`config.mk`:
```
export PLATFORM = sky130hd
export DESIGN_NAME = osl_orientation_status
export DESIGN_NICKNAME = d
export VERILOG_FILES = /design/src/hdl/osl_pkg.sv /design/src/hdl/osl_orientation_status.sv
export VERILOG_INCLUDE_DIRS = /design/src /design/src/hdl
export SDC_FILE = /design/constraint.sdc
export NUM_CORES = 1
export LEC_CHECK = 0
export BUFFER_PORTS_ARGS = -buffer_cell sky130_fd_sc_hd__buf_2
export CORE_AREA = 2 2 74 76
export CTS_CLUSTER_SIZE = 16
export DETAILED_ROUTE_END_ITERATION = 7
export DIE_AREA = 0 0 76 78
export PLACE_DENSITY = 0.75
export SLEW_MARGIN = 20
export SYNTH_ARGS = -nofsm -noshare
export SYNTH_HDL_FRONTEND = slang
export SYNTH_SLANG_ARGS = --single-unit
```
`constraint.sdc`:
```
create_clock -name clk_in -period 2.34 [get_ports clk_in]
set_input_delay 0.234 -clock clk_in [delete_from_list [all_inputs] [get_ports clk_in]]
set_output_delay 0.234 -clock clk_in [all_outputs]
set_load 0.03 [all_outputs]
```
`src/hdl/osl_defs.svh`:
```
// constants for the orientation status logic: offsets, fields, resets
// assumes an 8-bit register port with one-cycle read and write strobes
`ifndef OSL_DEFS_SVH
`define OSL_DEFS_SVH
`define OSL_STATUS_ADDR 8'h10
`define OSL_CONFIG_ADDR 8'h11
`define OSL_ST_CHANGE_BIT 7
`define OSL_ST_LOCK_BIT 6
`define OSL_ST_CODE_HI 2
`define OSL_ST_CODE_LO 1
`define OSL_ST_BF_BIT 0
`define OSL_CFG_MODE_BIT 7
`define OSL_CFG_EN_BIT 6
`define OSL_MODE_RESET 1'b1
`define OSL_EN_RESET 1'b0
`define OSL_CODE_RESET 2'h0
`define OSL_LIMIT_DEFAULT 16'h0a00
`define OSL_DBNC_DEFAULT 8'h00
`endif

```
`src/hdl/osl_pkg.sv`:
```
// types shared by the orientation status logic
// assumes osl_defs.svh for numeric constants
`default_nettype none
package osl_pkg;
  typedef enum logic [1:0] {
    OSL_PORTRAIT_UP = 2'h0,
    OSL_PORTRAIT_DOWN = 2'h1,
    OSL_LANDSCAPE_RIGHT = 2'h2,
    OSL_LANDSCAPE_LEFT = 2'h3
  } osl_code_e;
  typedef struct packed {
    logic lockout;
    osl_code_e code;
    logic back;
  } osl_result_s;
  typedef struct packed {
    logic debounce_mode_sel;
    logic orient_detect_enable;
  } osl_cfg_s;
endpackage
`default_nettype wire

```
`src/hdl/osl_orientation_status.sv`:
```
// orientation status and configuration registers with debounce and hold
// assumes one sample-valid pulse per new raw orientation result
//
// Summary of operation
// - change flag sets on first result after activation or any field change.
// - a status register read clears the change flag, unless a new result is taken in the same cycle.
// - a status read also clears the orientation interrupt source.
// - the fields keep updating while the change flag is set.
// - the result is held while any axis magnitude exceeds 1.25g.
// - lockout flag is one past the tilt lockout angle, zero otherwise.
// - code 00 portrait up, 01 down, 10 landscape right, 11 landscape left.
// - back/front flag is zero for front and one for back.
// - fields reset to zero.
// - status bit 7 change, 6 lockout, 2:1 code, 0 back/front, 5:3 zero.
// - config bit 7 debounce mode, bit 6 enable, bits 5:0 zero.
// - debounce mode zero decrements, one clears, reset value one.
// - the enable resets to zero and writing one enables detection.
// - a wake/sleep transition resets the debounce counter.
// - the interrupt source is set while change flag and irq enable are set.
`timescale 1ns/1ps
`default_nettype none
`include "osl_defs.svh"
module osl_orientation_status
  import osl_pkg::*;
#(
  parameter int AXIS_W = 12,
  parameter logic [AXIS_W-1:0] LIMIT_MAG = AXIS_W'(`OSL_LIMIT_DEFAULT),
  parameter int CNT_W = 8
)
(
  input wire logic clk_in,
  input wire logic rst_n_in,
  input wire logic [7:0] reg_addr_in,
  input wire logic reg_rd_in,
  input wire logic reg_wr_in,
  input wire logic [7:0] reg_wdata_in,
  output logic [7:0] reg_rdata_out,
  input wire logic sample_valid_in,
  input wire osl_result_s raw_result_in,
  input wire logic [AXIS_W-1:0] abs_x_in,
  input wire logic [AXIS_W-1:0] abs_y_in,
  input wire logic [AXIS_W-1:0] abs_z_in,
  input wire logic active_in,
  input wire logic sleep_in,
  input wire logic irq_enable_in,
  input wire logic [CNT_W-1:0] debounce_count_in,
  output osl_result_s result_out,
  output logic orient_change_flag_out,
  output logic orient_irq_source_out,
  output logic orient_detect_enable_out,
  output logic debounce_mode_sel_out
);
  initial
  begin
    if (AXIS_W < 2 || CNT_W < 1)
      $error("osl: width parameters too small");
  end

  function automatic logic [7:0] status_word(input logic chg,
                                             input osl_result_s r);
    logic [7:0] w;
    w = 8'h00;
    w[`OSL_ST_CHANGE_BIT] = chg;
    w[`OSL_ST_LOCK_BIT] = r.lockout;
    w[`OSL_ST_CODE_HI:`OSL_ST_CODE_LO] = r.code;
    w[`OSL_ST_BF_BIT] = r.back;
    return w;
  endfunction

  osl_cfg_s cfg_reg, cfg_next;
  osl_result_s result_reg, result_next;
  logic change_reg, change_next;
  logic irq_reg, irq_next;
  logic first_reg, first_next;
  logic active_reg, active_next;
  logic sleep_reg, sleep_next;
  logic [CNT_W-1:0] cnt_reg, cnt_next;
  logic [7:0] rdata_reg, rdata_next;
  logic status_rd, over_limit, differs, settled, take;

  always_comb
  begin
    status_rd = reg_rd_in && (reg_addr_in == `OSL_STATUS_ADDR);
    over_limit = (abs_x_in > LIMIT_MAG) || (abs_y_in > LIMIT_MAG)
                 || (abs_z_in > LIMIT_MAG);
    differs = (raw_result_in != result_reg);
    settled = (cnt_reg >= debounce_count_in);
    cfg_next = cfg_reg;
    if (reg_wr_in && reg_addr_in == `OSL_CONFIG_ADDR)
    begin
      cfg_next.debounce_mode_sel = reg_wdata_in[`OSL_CFG_MODE_BIT];
      cfg_next.orient_detect_enable = reg_wdata_in[`OSL_CFG_EN_BIT];
    end
    cnt_next = cnt_reg;
    take = 1'b0;
    active_next = active_in;
    sleep_next = sleep_in;
    if (sleep_in != sleep_reg)
      cnt_next = '0;
    else if (sample_valid_in && cfg_reg.orient_detect_enable
             && active_in && !over_limit)
    begin
      if (differs || first_reg)
      begin
        if (settled || first_reg)
        begin
          take = 1'b1;
          cnt_next = '0;
        end
        else
          cnt_next = CNT_W'(cnt_reg + 1'b1);
      end
      else if (cfg_reg.debounce_mode_sel)
        cnt_next = '0;
      else if (cnt_reg != '0)
        cnt_next = CNT_W'(cnt_reg - 1'b1);
    end
    first_next = first_reg;
    if (active_in && !active_reg)
      first_next = 1'b1;
    else if (take)
      first_next = 1'b0;
    result_next = result_reg;
    if (take)
      result_next = raw_result_in;
    change_next = change_reg;
    if (take && (differs || first_reg))
      change_next = 1'b1;
    else if (status_rd)
      change_next = 1'b0;
    irq_next = change_next && irq_enable_in;
    rdata_next = 8'h00;
    if (reg_rd_in && reg_addr_in == `OSL_STATUS_ADDR)
      rdata_next = status_word(change_reg, result_reg);
    else if (reg_rd_in && reg_addr_in == `OSL_CONFIG_ADDR)
    begin
      rdata_next[`OSL_CFG_MODE_BIT] = cfg_reg.debounce_mode_sel;
      rdata_next[`OSL_CFG_EN_BIT] = cfg_reg.orient_detect_enable;
    end
  end

  always_ff @(posedge clk_in or negedge rst_n_in)
  begin
    if (!rst_n_in)
    begin
      cfg_reg <= '{`OSL_MODE_RESET, `OSL_EN_RESET};
      result_reg <= '0;
      change_reg <= 1'b0;
      irq_reg <= 1'b0;
      first_reg <= 1'b0;
      active_reg <= 1'b0;
      sleep_reg <= 1'b0;
      cnt_reg <= '0;
      rdata_reg <= 8'h00;
    end
    else
    begin
      cfg_reg <= cfg_next;
      result_reg <= result_next;
      change_reg <= change_next;
      irq_reg <= irq_next;
      first_reg <= first_next;
      active_reg <= active_next;
      sleep_reg <= sleep_next;
      cnt_reg <= cnt_next;
      rdata_reg <= rdata_next;
    end
  end

  always_comb
  begin
    reg_rdata_out = rdata_reg;
    result_out = result_reg;
    orient_change_flag_out = change_reg;
    orient_irq_source_out = irq_reg;
    orient_detect_enable_out = cfg_reg.orient_detect_enable;
    debounce_mode_sel_out = cfg_reg.debounce_mode_sel;
  end

  property p_read_clears;
    @(posedge clk_in) disable iff (!rst_n_in)
    (status_rd && !take) |=> !orient_change_flag_out;
  endproperty
  a_read_clears: assert property (p_read_clears)
    else $error("read kept flag");

  property p_change_sets;
    @(posedge clk_in) disable iff (!rst_n_in)
    (take && differs) |=> orient_change_flag_out
      && result_out == $past(raw_result_in);
  endproperty
  a_change_sets: assert property (p_change_sets)
    else $error("change lost");

  property p_irq_follows;
    @(posedge clk_in) disable iff (!rst_n_in)
    1'b1 |=> orient_irq_source_out ==
      ($past(irq_enable_in) && orient_change_flag_out);
  endproperty
  a_irq_follows: assert property (p_irq_follows)
    else $error("irq wrong");

  property p_irq_read;
    @(posedge clk_in) disable iff (!rst_n_in)
    (status_rd && !take) |=> !orient_irq_source_out;
  endproperty
  a_irq_read: assert property (p_irq_read)
    else $error("irq kept");

  property p_hold_high_g;
    @(posedge clk_in) disable iff (!rst_n_in)
    over_limit |=> $stable(result_out);
  endproperty
  a_hold_high_g: assert property (p_hold_high_g)
    else $error("moved at high g");

  property p_hold_disabled;
    @(posedge clk_in) disable iff (!rst_n_in)
    !orient_detect_enable_out |=> $stable(result_out)
      && !$rose(orient_change_flag_out);
  endproperty
  a_hold_disabled: assert property (p_hold_disabled)
    else $error("moved disabled");

  property p_status_map;
    @(posedge clk_in) disable iff (!rst_n_in)
    status_rd |=> reg_rdata_out == {$past(change_reg),
      $past(result_reg.lockout), 3'h0, $past(result_reg.code),
      $past(result_reg.back)};
  endproperty
  a_status_map: assert property (p_status_map)
    else $error("status map");

  property p_cfg_write;
    @(posedge clk_in) disable iff (!rst_n_in)
    (reg_wr_in && reg_addr_in == `OSL_CONFIG_ADDR) |=>
      orient_detect_enable_out == $past(reg_wdata_in[`OSL_CFG_EN_BIT])
      && debounce_mode_sel_out == $past(reg_wdata_in[`OSL_CFG_MODE_BIT]);
  endproperty
  a_cfg_write: assert property (p_cfg_write)
    else $error("cfg write");

  property p_sleep_clear;
    @(posedge clk_in) disable iff (!rst_n_in)
    (sleep_in != sleep_reg) |=> cnt_reg == '0;
  endproperty
  a_sleep_clear: assert property (p_sleep_clear)
    else $error("count kept");

  c_change: cover property (@(posedge clk_in) disable iff (!rst_n_in)
    $rose(orient_change_flag_out));
  c_read: cover property (@(posedge clk_in) disable iff (!rst_n_in)
    orient_change_flag_out && status_rd);
  c_hold: cover property (@(posedge clk_in) disable iff (!rst_n_in)
    over_limit && sample_valid_in && differs);
endmodule
`default_nettype wire

```
==> flow_metrics.tcl, run 1 <==
set metrics [dict create \
    status "finished clean" \
    fillers 483 \
    max_stage_delay_ns 0.45 \
    multi_input_area_um2 1010 \
    wl_per_cell_um 12.7 \
    antenna_found_initial 0 \
    hold_viol 0 \
    synthCells 164 \
    core_um2 5040 \
    hold_start "active_in" \
    crit_chain "ha_1 -> a211oi_2 -> o21ai_1 -> a2111oi_4 -> nand3b_1 -> buf_4 -> mux2_1" \
    final_antenna_net_count 0 \
    place_area_um2 2210 \
    n_antenna_cell 0 \
    maxSlewHeadroom 0.551 \
    startpoint_type "flip-flop" \
    die_w_um 76 \
    ys_seq_area_frac 0.366 \
    largest_register_ffs 8 \
    finalSetupViolCount 0 \
    hold_depth 1 \
    r2r_start "cnt_reg[3]" \
    yosys.area.top_type_share 0.350 \
    drt_pass1_iterations 4 \
    slowest_stage "a2111oi_4" \
    critPathKind "flip-flop to flip-flop" \
    dieArea_um2 5930 \
    cp.required_ns 2.50 \
    gp_congestion 0.835 \
    design_area_um2 2360 \
    port_buffers 78 \
    drive_gt1_frac 0.464 \
    layout.nets 347 \
    holdPathEnd "active_reg" \
    yosysWarningCount 0 \
    clk_pin_slew_ns 0.09 \
    avgSynthCellArea_um2 10.0 \
    hpwl_mm 3.46 \
    finalMaxSlewViolations 0 \
    synth_area_um2 1650 \
    grt_max_degree 25 \
    critPathArrivalTime_ns 2.41 \
    cp_max_fo 3 \
    cts.sinks 24 \
    cts_max_level 1 \
    r2r_slack_ns 0.09 \
    maxCapViolCount 0 \
    ys_types 52 \
    initial_core_util 0.326 \
    fin_util 0.468 \
    period_share 0.961 \
    power.density_nw_per_um2 409 \
    grt_pass1_vias 1646 \
    synth_top_area_cell "dfrtp_1" \
    die_y_um 78 \
    wirelength_mm 4.24 \
    grt_pass1_wl_mm 6.83 \
    drc 0 \
    synth_edf_count 0 \
    synth_ff_type "dfrtp_1" \
    cts_buffers 3 \
    async_flop_share 1.00 \
    tightest_slew_ns 0.667 \
    drt_iter0_markers 59 \
    pin_count 88 \
    end_kind "flip-flop" \
    skew_ns 0.00506 \
    r2r_end "result_out[3]" \
    synthToLayoutAreaGrowth_pct 43.3 \
    p_leak_nw 1.26 \
    dr_total_vias 1669 \
    seq_area_um2 602 \
    fmax_mhz 445 \
    cts_tree "yes" \
    clk_latency_ns 0.28 \
    rows 26 \
    viasPerCell 5.01 \
    clockBufferDepth 2 \
    ys_ff_latch 24 \
    root_buffer "clkbuf_8" \
    vdd_drop_max_uv 206 \
    fin_crit_ns 2.25 \
    min_path_type "input pin to flip-flop" \
    r2r_cells 7 \
    grt_use_total 0.140 \
    grt_remaining_overflow 0 \
    synth_area_leaders "dfrtp_1, ha_1, nor4_1" \
]
==> timing repair <==
action / 4_1_cts / 5_1_grt
hold buffers: 1 / 0
hold endpoints to repair: 23 / 0
gates cloned: 0 / 0
resized for setup: 0 / 12
pin swaps: 1 / 1
setup endpoints to repair: 2 / 10
setup buffers: 0 / 4
==> cell families after synthesis <==
kind of cell / Yosys count / share of synthesized area
other: 1 / 0.00228
muxes: 11 / 0.0730
AOI/OAI and AO/OA: 32 / 0.160
xor gates and xnor gates: 7 / 0.0373
adders and majority gates: 11 / 0.0836
and+or+nand+nor: 63 / 0.230
DFF: 24 / 0.366
buffers and inverters: 15 / 0.0479
==> cells in the mapped netlist, types with 2 or more instances <==
| cell type | instances |
|---|---|
| dfrtp_1 | 23 |
| nor4_1 | 12 |
| ha_1 | 11 |
| nor2_1 | 11 |
| inv_1 | 10 |
| nand2_1 | 10 |
| and2_1 | 6 |
| and3_1 | 6 |
| mux2_1 | 6 |
| xnor2_1 | 5 |
| a31oi_1 | 4 |
| buf_4 | 4 |
| o21ai_0 | 4 |
| mux2i_1 | 3 |
| nand3_1 | 3 |
| a211oi_1 | 2 |
| a21o_1 | 2 |
| a21oi_1 | 2 |
| a21oi_4 | 2 |
| a221o_1 | 2 |
| mux2_2 | 2 |
| o211ai_1 | 2 |
| o21ai_1 | 2 |
| xor2_1 | 2 |
==> how the worst max path moves through the flow <==
stage / start / to / depth (start not counted)
2_1_floorplan: cnt_reg[0] / cnt_reg[7] / 8
3_3_place_gp: cnt_reg[0] / cnt_reg[7] / 7
3_5_place_dp: cnt_reg[0] / cnt_reg[7] / 7
4_1_cts: cnt_reg[0] / cnt_reg[7] / 7
5_1_grt: cnt_reg[3] / result_out[3] / 7
6_report: cnt_reg[3] / result_out[3] / 7
==> placed cells by master, fill, tap and decap left out, types with 3 or more instances in the layout <==
cell / count
a31oi_1: 4
and2_1: 6
and3_1: 6
buf_2: 78
buf_4: 18
clkbuf_8: 3
conb_1: 3
dfrtp_1: 23
ha_1: 10
inv_1: 8
mux2_1: 6
mux2i_1: 3
nand2_1: 10
nand3_1: 3
nor2_1: 11
nor4_1: 10
nor4_2: 3
o21ai_0: 4
xnor2_1: 5
==> metrics by stage <==
step                TNS, ns  power [mW]  std cells  hold WS [ns]  setup WS, ns
floorplan                 0       0.508        166       -0.0616        0.0750
global placement          0       0.586        324         0.248        0.0302
detailed placement        0       0.590        324         0.261        0.0176
CTS                       0       0.964        329        0.0917       0.00826
global route        -0.0118        1.01        333        0.0946      -0.00595
finish                    0       0.964        333        0.0930        0.0908
==> worst max-delay path, delay by kind of cell, from the launching register on <==
| kind | cells | cell delay [ns] |
|---|---|---|
| simple gates | 1 | 0.19 |
| flops | 1 | 0.39 |
| compound gates | 3 | 0.78 |
| fa+ha+maj | 1 | 0.31 |
| mux | 1 | 0.31 |
| buf+inv | 1 | 0.14 |
==> routing by layer <==
| layer | vias to the layer above | routed length (um) | GRT usage |
|---|---|---|---|
| met5 | - | 0 | 0 |
| li1 | 805 | - | - |
| met3 | 5 | 302 | 0.0244 |
| met2 | 84 | 2240 | 0.281 |
| met4 | 0 | 38 | 0.0364 |
| met1 | 775 | 1660 | 0.151 |
==> layout make-up <==
class | count | share of cell area
Inverter | 10 | 0.0159
Clock inverter | 1 | 0.0127
Timing Repair Buffer | 98 | 0.232
Clock buffer | 3 | 0.0175
Tap cell | 70 | 0.0371
Sequential cell | 24 | 0.255
Multi-Input combinational cell | 127 | 0.430
==> report_power, final <==
group	total (mW)	switching (mW)	leakage [nW]	internal (mW)
clock	0.374	0.145	0.0357	0.229
sequential	0.429	0.00689	0.321	0.422
combinational	0.161	0.0819	0.900	0.0787
total	0.964	0.234	1.26	0.730
Note: power is estimated with default switching activity, not from simulation.
==> run 2, diff against run 1 <==
--- a/config.mk
+++ b/config.mk
@@ -12,6 +12,7 @@
 export DETAILED_ROUTE_END_ITERATION = 7
 export DIE_AREA = 0 0 76 78
 export PLACE_DENSITY = 0.75
+export RECOVER_POWER = 25
 export SLEW_MARGIN = 20
 export SYNTH_ARGS = -nofsm -noshare
 export SYNTH_HDL_FRONTEND = slang
==> flow_metrics.tcl, run 2 (synthesis results as in run 1) <==
set metrics [dict create \
    drt_pass1_iterations 4 \
    drive_gt1_frac 0.452 \
    grt_max_degree 25 \
    cp_max_fo 3 \
    period_share 0.961 \
    status "finished clean" \
    finalSetupViolCount 0 \
    maxSlewHeadroom 0.124 \
    crit_chain "ha_1 -> a211oi_2 -> o21ai_1 -> a2111oi_4 -> nand3b_1 -> buf_4 -> mux2_1" \
    cts_tree "yes" \
    cts_buffers 3 \
    dieArea_um2 5930 \
    final_cell_mix "buf_2, dfrtp_1, buf_4" \
    fmax_mhz 445 \
    slowest_stage "a2111oi_4" \
    end_kind "flip-flop" \
    viasPerCell 5.01 \
    pin_count 88 \
    rows 26 \
    power.density_nw_per_um2 409 \
    startpoint_type "flip-flop" \
    clk_latency_ns 0.28 \
    die_y_um 78 \
    crit_family "compound AO/OA/AOI/OAI gates" \
    vdd_drop_max_uv 206 \
    largest_register_ffs 8 \
    grt_use_total 0.140 \
    power_uw 963 \
    die_w_um 76 \
    cp_num_buf_inv 1 \
    grt_pass1_wl_mm 6.83 \
    cts.sinks 24 \
    p_leak_nw 1.25 \
    hold_viol 0 \
    hpwl_mm 3.46 \
    place_area_um2 2210 \
    design_area_um2 2350 \
    cts_max_level 1 \
    critPathKind "flip-flop to flip-flop" \
    place_inst 324 \
    root_buffer "clkbuf_8" \
    synthToLayoutAreaGrowth_pct 43.1 \
    antenna_found_initial 0 \
    tightest_slew_ns 1.31 \
    max_stage_delay_ns 0.45 \
    initial_core_util 0.326 \
    fin_setup_tns_ns 0 \
    final_antenna_net_count 0 \
    drc 0 \
    clockBufferDepth 2 \
    cp.required_ns 2.50 \
    grt_pass1_vias 1646 \
    clk_pin_slew_ns 0.09 \
    min_path_type "input pin to flip-flop" \
    skew_ns 0.00493 \
    critPathArrivalTime_ns 2.41 \
    fillers 486 \
    layout.nets 347 \
    wl_per_cell_um 12.7 \
    gp_congestion 0.835 \
    fin_crit_ns 2.25 \
    port_buffers 78 \
    drt_iter0_markers 59 \
    stdcell_count 333 \
    dr_total_vias 1669 \
    n_antenna_cell 0 \
    grt_remaining_overflow 0 \
    core_um2 5040 \
    maxCapViolCount 0 \
    finalMaxSlewViolations 0 \
    wirelength_mm 4.24 \
    final_common_cell "buf_2" \
]
## run 2: per-stage QoR
step | util | setup slack, ns | hold slack [ns]
after floorplan | - | 0.0750 | -0.0616
after global placement | 0.439 | 0.0302 | 0.248
after detailed placement | 0.439 | 0.0176 | 0.261
after CTS | 0.455 | 0.00826 | 0.0917
after global routing | 0.467 | -0.00595 | 0.108
final | 0.467 | 0.0907 | 0.104
## run 2: final timing paths
path | startpoint | to | slack, ns | depth (start not counted)
hold / removal | active_in | active_reg | 0.10 | 1
max in group asynchronous | rst_n_in | result_out[3] | 0.79 | 2
setup / recovery | cnt_reg[3] | result_out[3] | 0.09 | 7
hold reg to reg | active_reg | first_reg | 0.42 | 1
min in group asynchronous | rst_n_in | cnt_reg[7] | 0.77 | 2
setup reg to reg | cnt_reg[3] | result_out[3] | 0.09 | 7
## run 2: timing repair
action / CTS / global route
hold buffers: 1 / 0
hold endpoints to repair: 23 / 0
pin swaps: 1 / 1
setup buffers: 0 / 4
gates resized for setup: 0 / 12
setup endpoints to repair: 2 / 10
## run 2: area by class of cell
| type | instances | area, um2 | area share |
|---|---|---|---|
| Clock inverter | 1 | 30.0 | 0.0128 |
| Inverter | 10 | 37.5 | 0.0159 |
| Clock buffer | 3 | 41.3 | 0.0175 |
| Timing Repair Buffer | 98 | 543 | 0.231 |
| Sequential cell | 24 | 602 | 0.256 |
| Multi-Input combinational cell | 127 | 1010 | 0.430 |
| Tap cell | 70 | 87.6 | 0.0372 |
## run 2: worst register-to-register path: cells and delay by family (launching register included)
family | cells | cell delay (ns)
AND/OR/NAND/NOR | 1 | 0.19
multiplexers | 1 | 0.32
flip-flops | 1 | 0.39
buffers and inverters | 1 | 0.14
AO/OA/AOI/OAI | 3 | 0.79
adder cells (fa/ha/maj) | 1 | 0.32
## run 2: per-layer routing
metal | up-vias | GRT usage | routed length (um)
met5 | - | 0 | 0
met4 | 0 | 0.0364 | 38
met3 | 5 | 0.0244 | 302
met2 | 84 | 0.281 | 2240
met1 | 775 | 0.151 | 1660
li1 | 805 | - | -
## run 2: where the power goes
group / internal, mW / leakage, nW / switching, mW
combinational: 0.0779 / 0.892 / 0.0819
clock: 0.229 / 0.0357 / 0.145
sequential: 0.422 / 0.321 / 0.00688
total: 0.729 / 1.25 / 0.234
==> run 3, diff against run 2 <==
--- a/config.mk
+++ b/config.mk
@@ -8,10 +8,11 @@
 export LEC_CHECK = 0
 export BUFFER_PORTS_ARGS = -buffer_cell sky130_fd_sc_hd__buf_2
 export CORE_AREA = 2 2 74 76
+export CTS_BUF_LIST = sky130_fd_sc_hd__clkbuf_2
 export CTS_CLUSTER_SIZE = 16
 export DETAILED_ROUTE_END_ITERATION = 7
 export DIE_AREA = 0 0 76 78
-export PLACE_DENSITY = 0.75
+export PLACE_DENSITY = 0.73
 export RECOVER_POWER = 25
 export SLEW_MARGIN = 20
 export SYNTH_ARGS = -nofsm -noshare
==> constraint.sdc (replaced) <==
create_clock -name clk_in -period 2.6 [get_ports clk_in]
set_input_delay 0.26 -clock clk_in [delete_from_list [all_inputs] [get_ports clk_in]]
set_output_delay 0.26 -clock clk_in [all_outputs]
set_load 0.03 [all_outputs]
==> flow_metrics.tcl, run 3 (synthesis results as in run 1) <==
set metrics [dict create \
    status "finished clean" \
    cts_tree "yes" \
    rows 26 \
    tightest_slew_ns 1.27 \
    final_cell_mix "buf_2, dfrtp_1, nor4_1" \
    drc 0 \
    critPathKind "flip-flop to flip-flop" \
    dieArea_um2 5930 \
    cts_buffers 3 \
    layout.nets 334 \
    maxSlewHeadroom 0.152 \
    drive_gt1_frac 0.392 \
    drt_iter0_markers 94 \
    critPathArrivalTime_ns 2.68 \
    finalSetupViolCount 0 \
    fin_setup_tns_ns 0 \
    n_antenna_cell 0 \
    hold_viol 0 \
    cp.required_ns 2.86 \
    die_y_um 78 \
    viasPerCell 5.04 \
    clk_latency_ns 0.35 \
    cts.sinks 24 \
    port_buffers 78 \
    hpwl_mm 3.28 \
    cp_max_fo 6 \
    finalMaxSlewViolations 0 \
    dr_total_vias 1612 \
    grt_use_total 0.135 \
    core_um2 5040 \
    largest_register_ffs 8 \
    wl_per_cell_um 12.3 \
    end_kind "flip-flop" \
    cts_max_level 1 \
    pre_cts_ws_ns 0.136 \
    stdcell_count 320 \
    place_area_um2 2120 \
    p_leak_nw 1.16 \
    synthToLayoutAreaGrowth_pct 32.0 \
    design_area_um2 2170 \
    grt_remaining_overflow 0 \
    fin_crit_ns 2.42 \
    grt_pass1_vias 1547 \
    die_w_um 76 \
    power.density_nw_per_um2 308 \
    final_common_cell "buf_2" \
    maxCapViolCount 0 \
    skew_ns 0.00867 \
    vdd_drop_max_uv 207 \
    final_antenna_net_count 0 \
    r2r_slack_ns 0.18 \
    root_buffer "clkbuf_2" \
    place_inst 313 \
    min_path_type "input pin to flip-flop" \
    drt_pass1_iterations 4 \
    pin_count 88 \
    grt_pass1_wl_mm 6.64 \
    clk_pin_slew_ns 0.23 \
    startpoint_type "flip-flop" \
    fillers 495 \
    layout_setup_ws_ns 0.180 \
    initial_core_util 0.326 \
    period_share 0.931 \
    power_uw 670 \
    clockBufferDepth 2 \
    antenna_found_initial 0 \
    wirelength_mm 3.94 \
    fmax_mhz 413 \
    grt_max_degree 25 \
    gp_congestion 0.852 \
]
run 3: what timing repair did:
action,4_1_cts,5_1_grt
endpoints found under the hold margin,23,0
setup endpoints to repair,0,10
buffers inserted,0,2
resized for setup,0,1
hold buffers,1,0
run 3: through the flow:
| step | hold slack [ns] | util |
|---|---|---|
| finish | 0.0305 | 0.431 |
| CTS | 0.0141 | 0.426 |
| detailed placement | 0.276 | 0.420 |
| global route | 0.0197 | 0.431 |
| floorplan | -0.0356 | - |
| global placement | 0.271 | 0.420 |
run 3: worst paths after layout:
path | start | to | cells after the start
worst max-delay path | cnt_reg[0] | result_out[3] | 7
worst min register to register | active_reg | first_reg | 1
worst min-delay path | active_in | active_reg | 1
min in group asynchronous | rst_n_in | cnt_reg[2] | 2
worst max register to register | cnt_reg[0] | result_out[3] | 7
max in group asynchronous | rst_n_in | first_reg | 2
run 3: metal layers:
layer / track usage / share of wire / up-vias
met2: 0.252 / 0.50 / 81
met1: 0.166 / 0.42 / 748
met5: 0 / 0 / -
met4: 0.0109 / 0.0030 / 0
met3: 0.0314 / 0.083 / 4
li1: - / - / 779
run 3: where the power goes:
part	switching [mW]	internal, mW
Sequential	0.00602	0.381
Combinational	0.0701	0.0631
Clock	0.116	0.0334
run 3: final cells by class:
cell class | instances | area, um2 | area share
repair buffers | 85 | 442 | 0.203
clock inverters | 1 | 3.75 | 0.00173
well taps | 70 | 87.6 | 0.0403
clock buffers | 3 | 15.0 | 0.00691
flip-flops and latches | 24 | 602 | 0.277
inverters | 10 | 37.5 | 0.0173
multi-input cells | 127 | 985 | 0.453
run 3: worst max-delay path: stages, from the launching register on:
cell and delay (ns):
dfrtp_1 0.45, inv_1 0.16, ha_1 0.26, nor3b_1 0.19, o21ai_1 0.14, a2111oi_4 0.44, nand3b_1 0.33, mux2_1 0.36
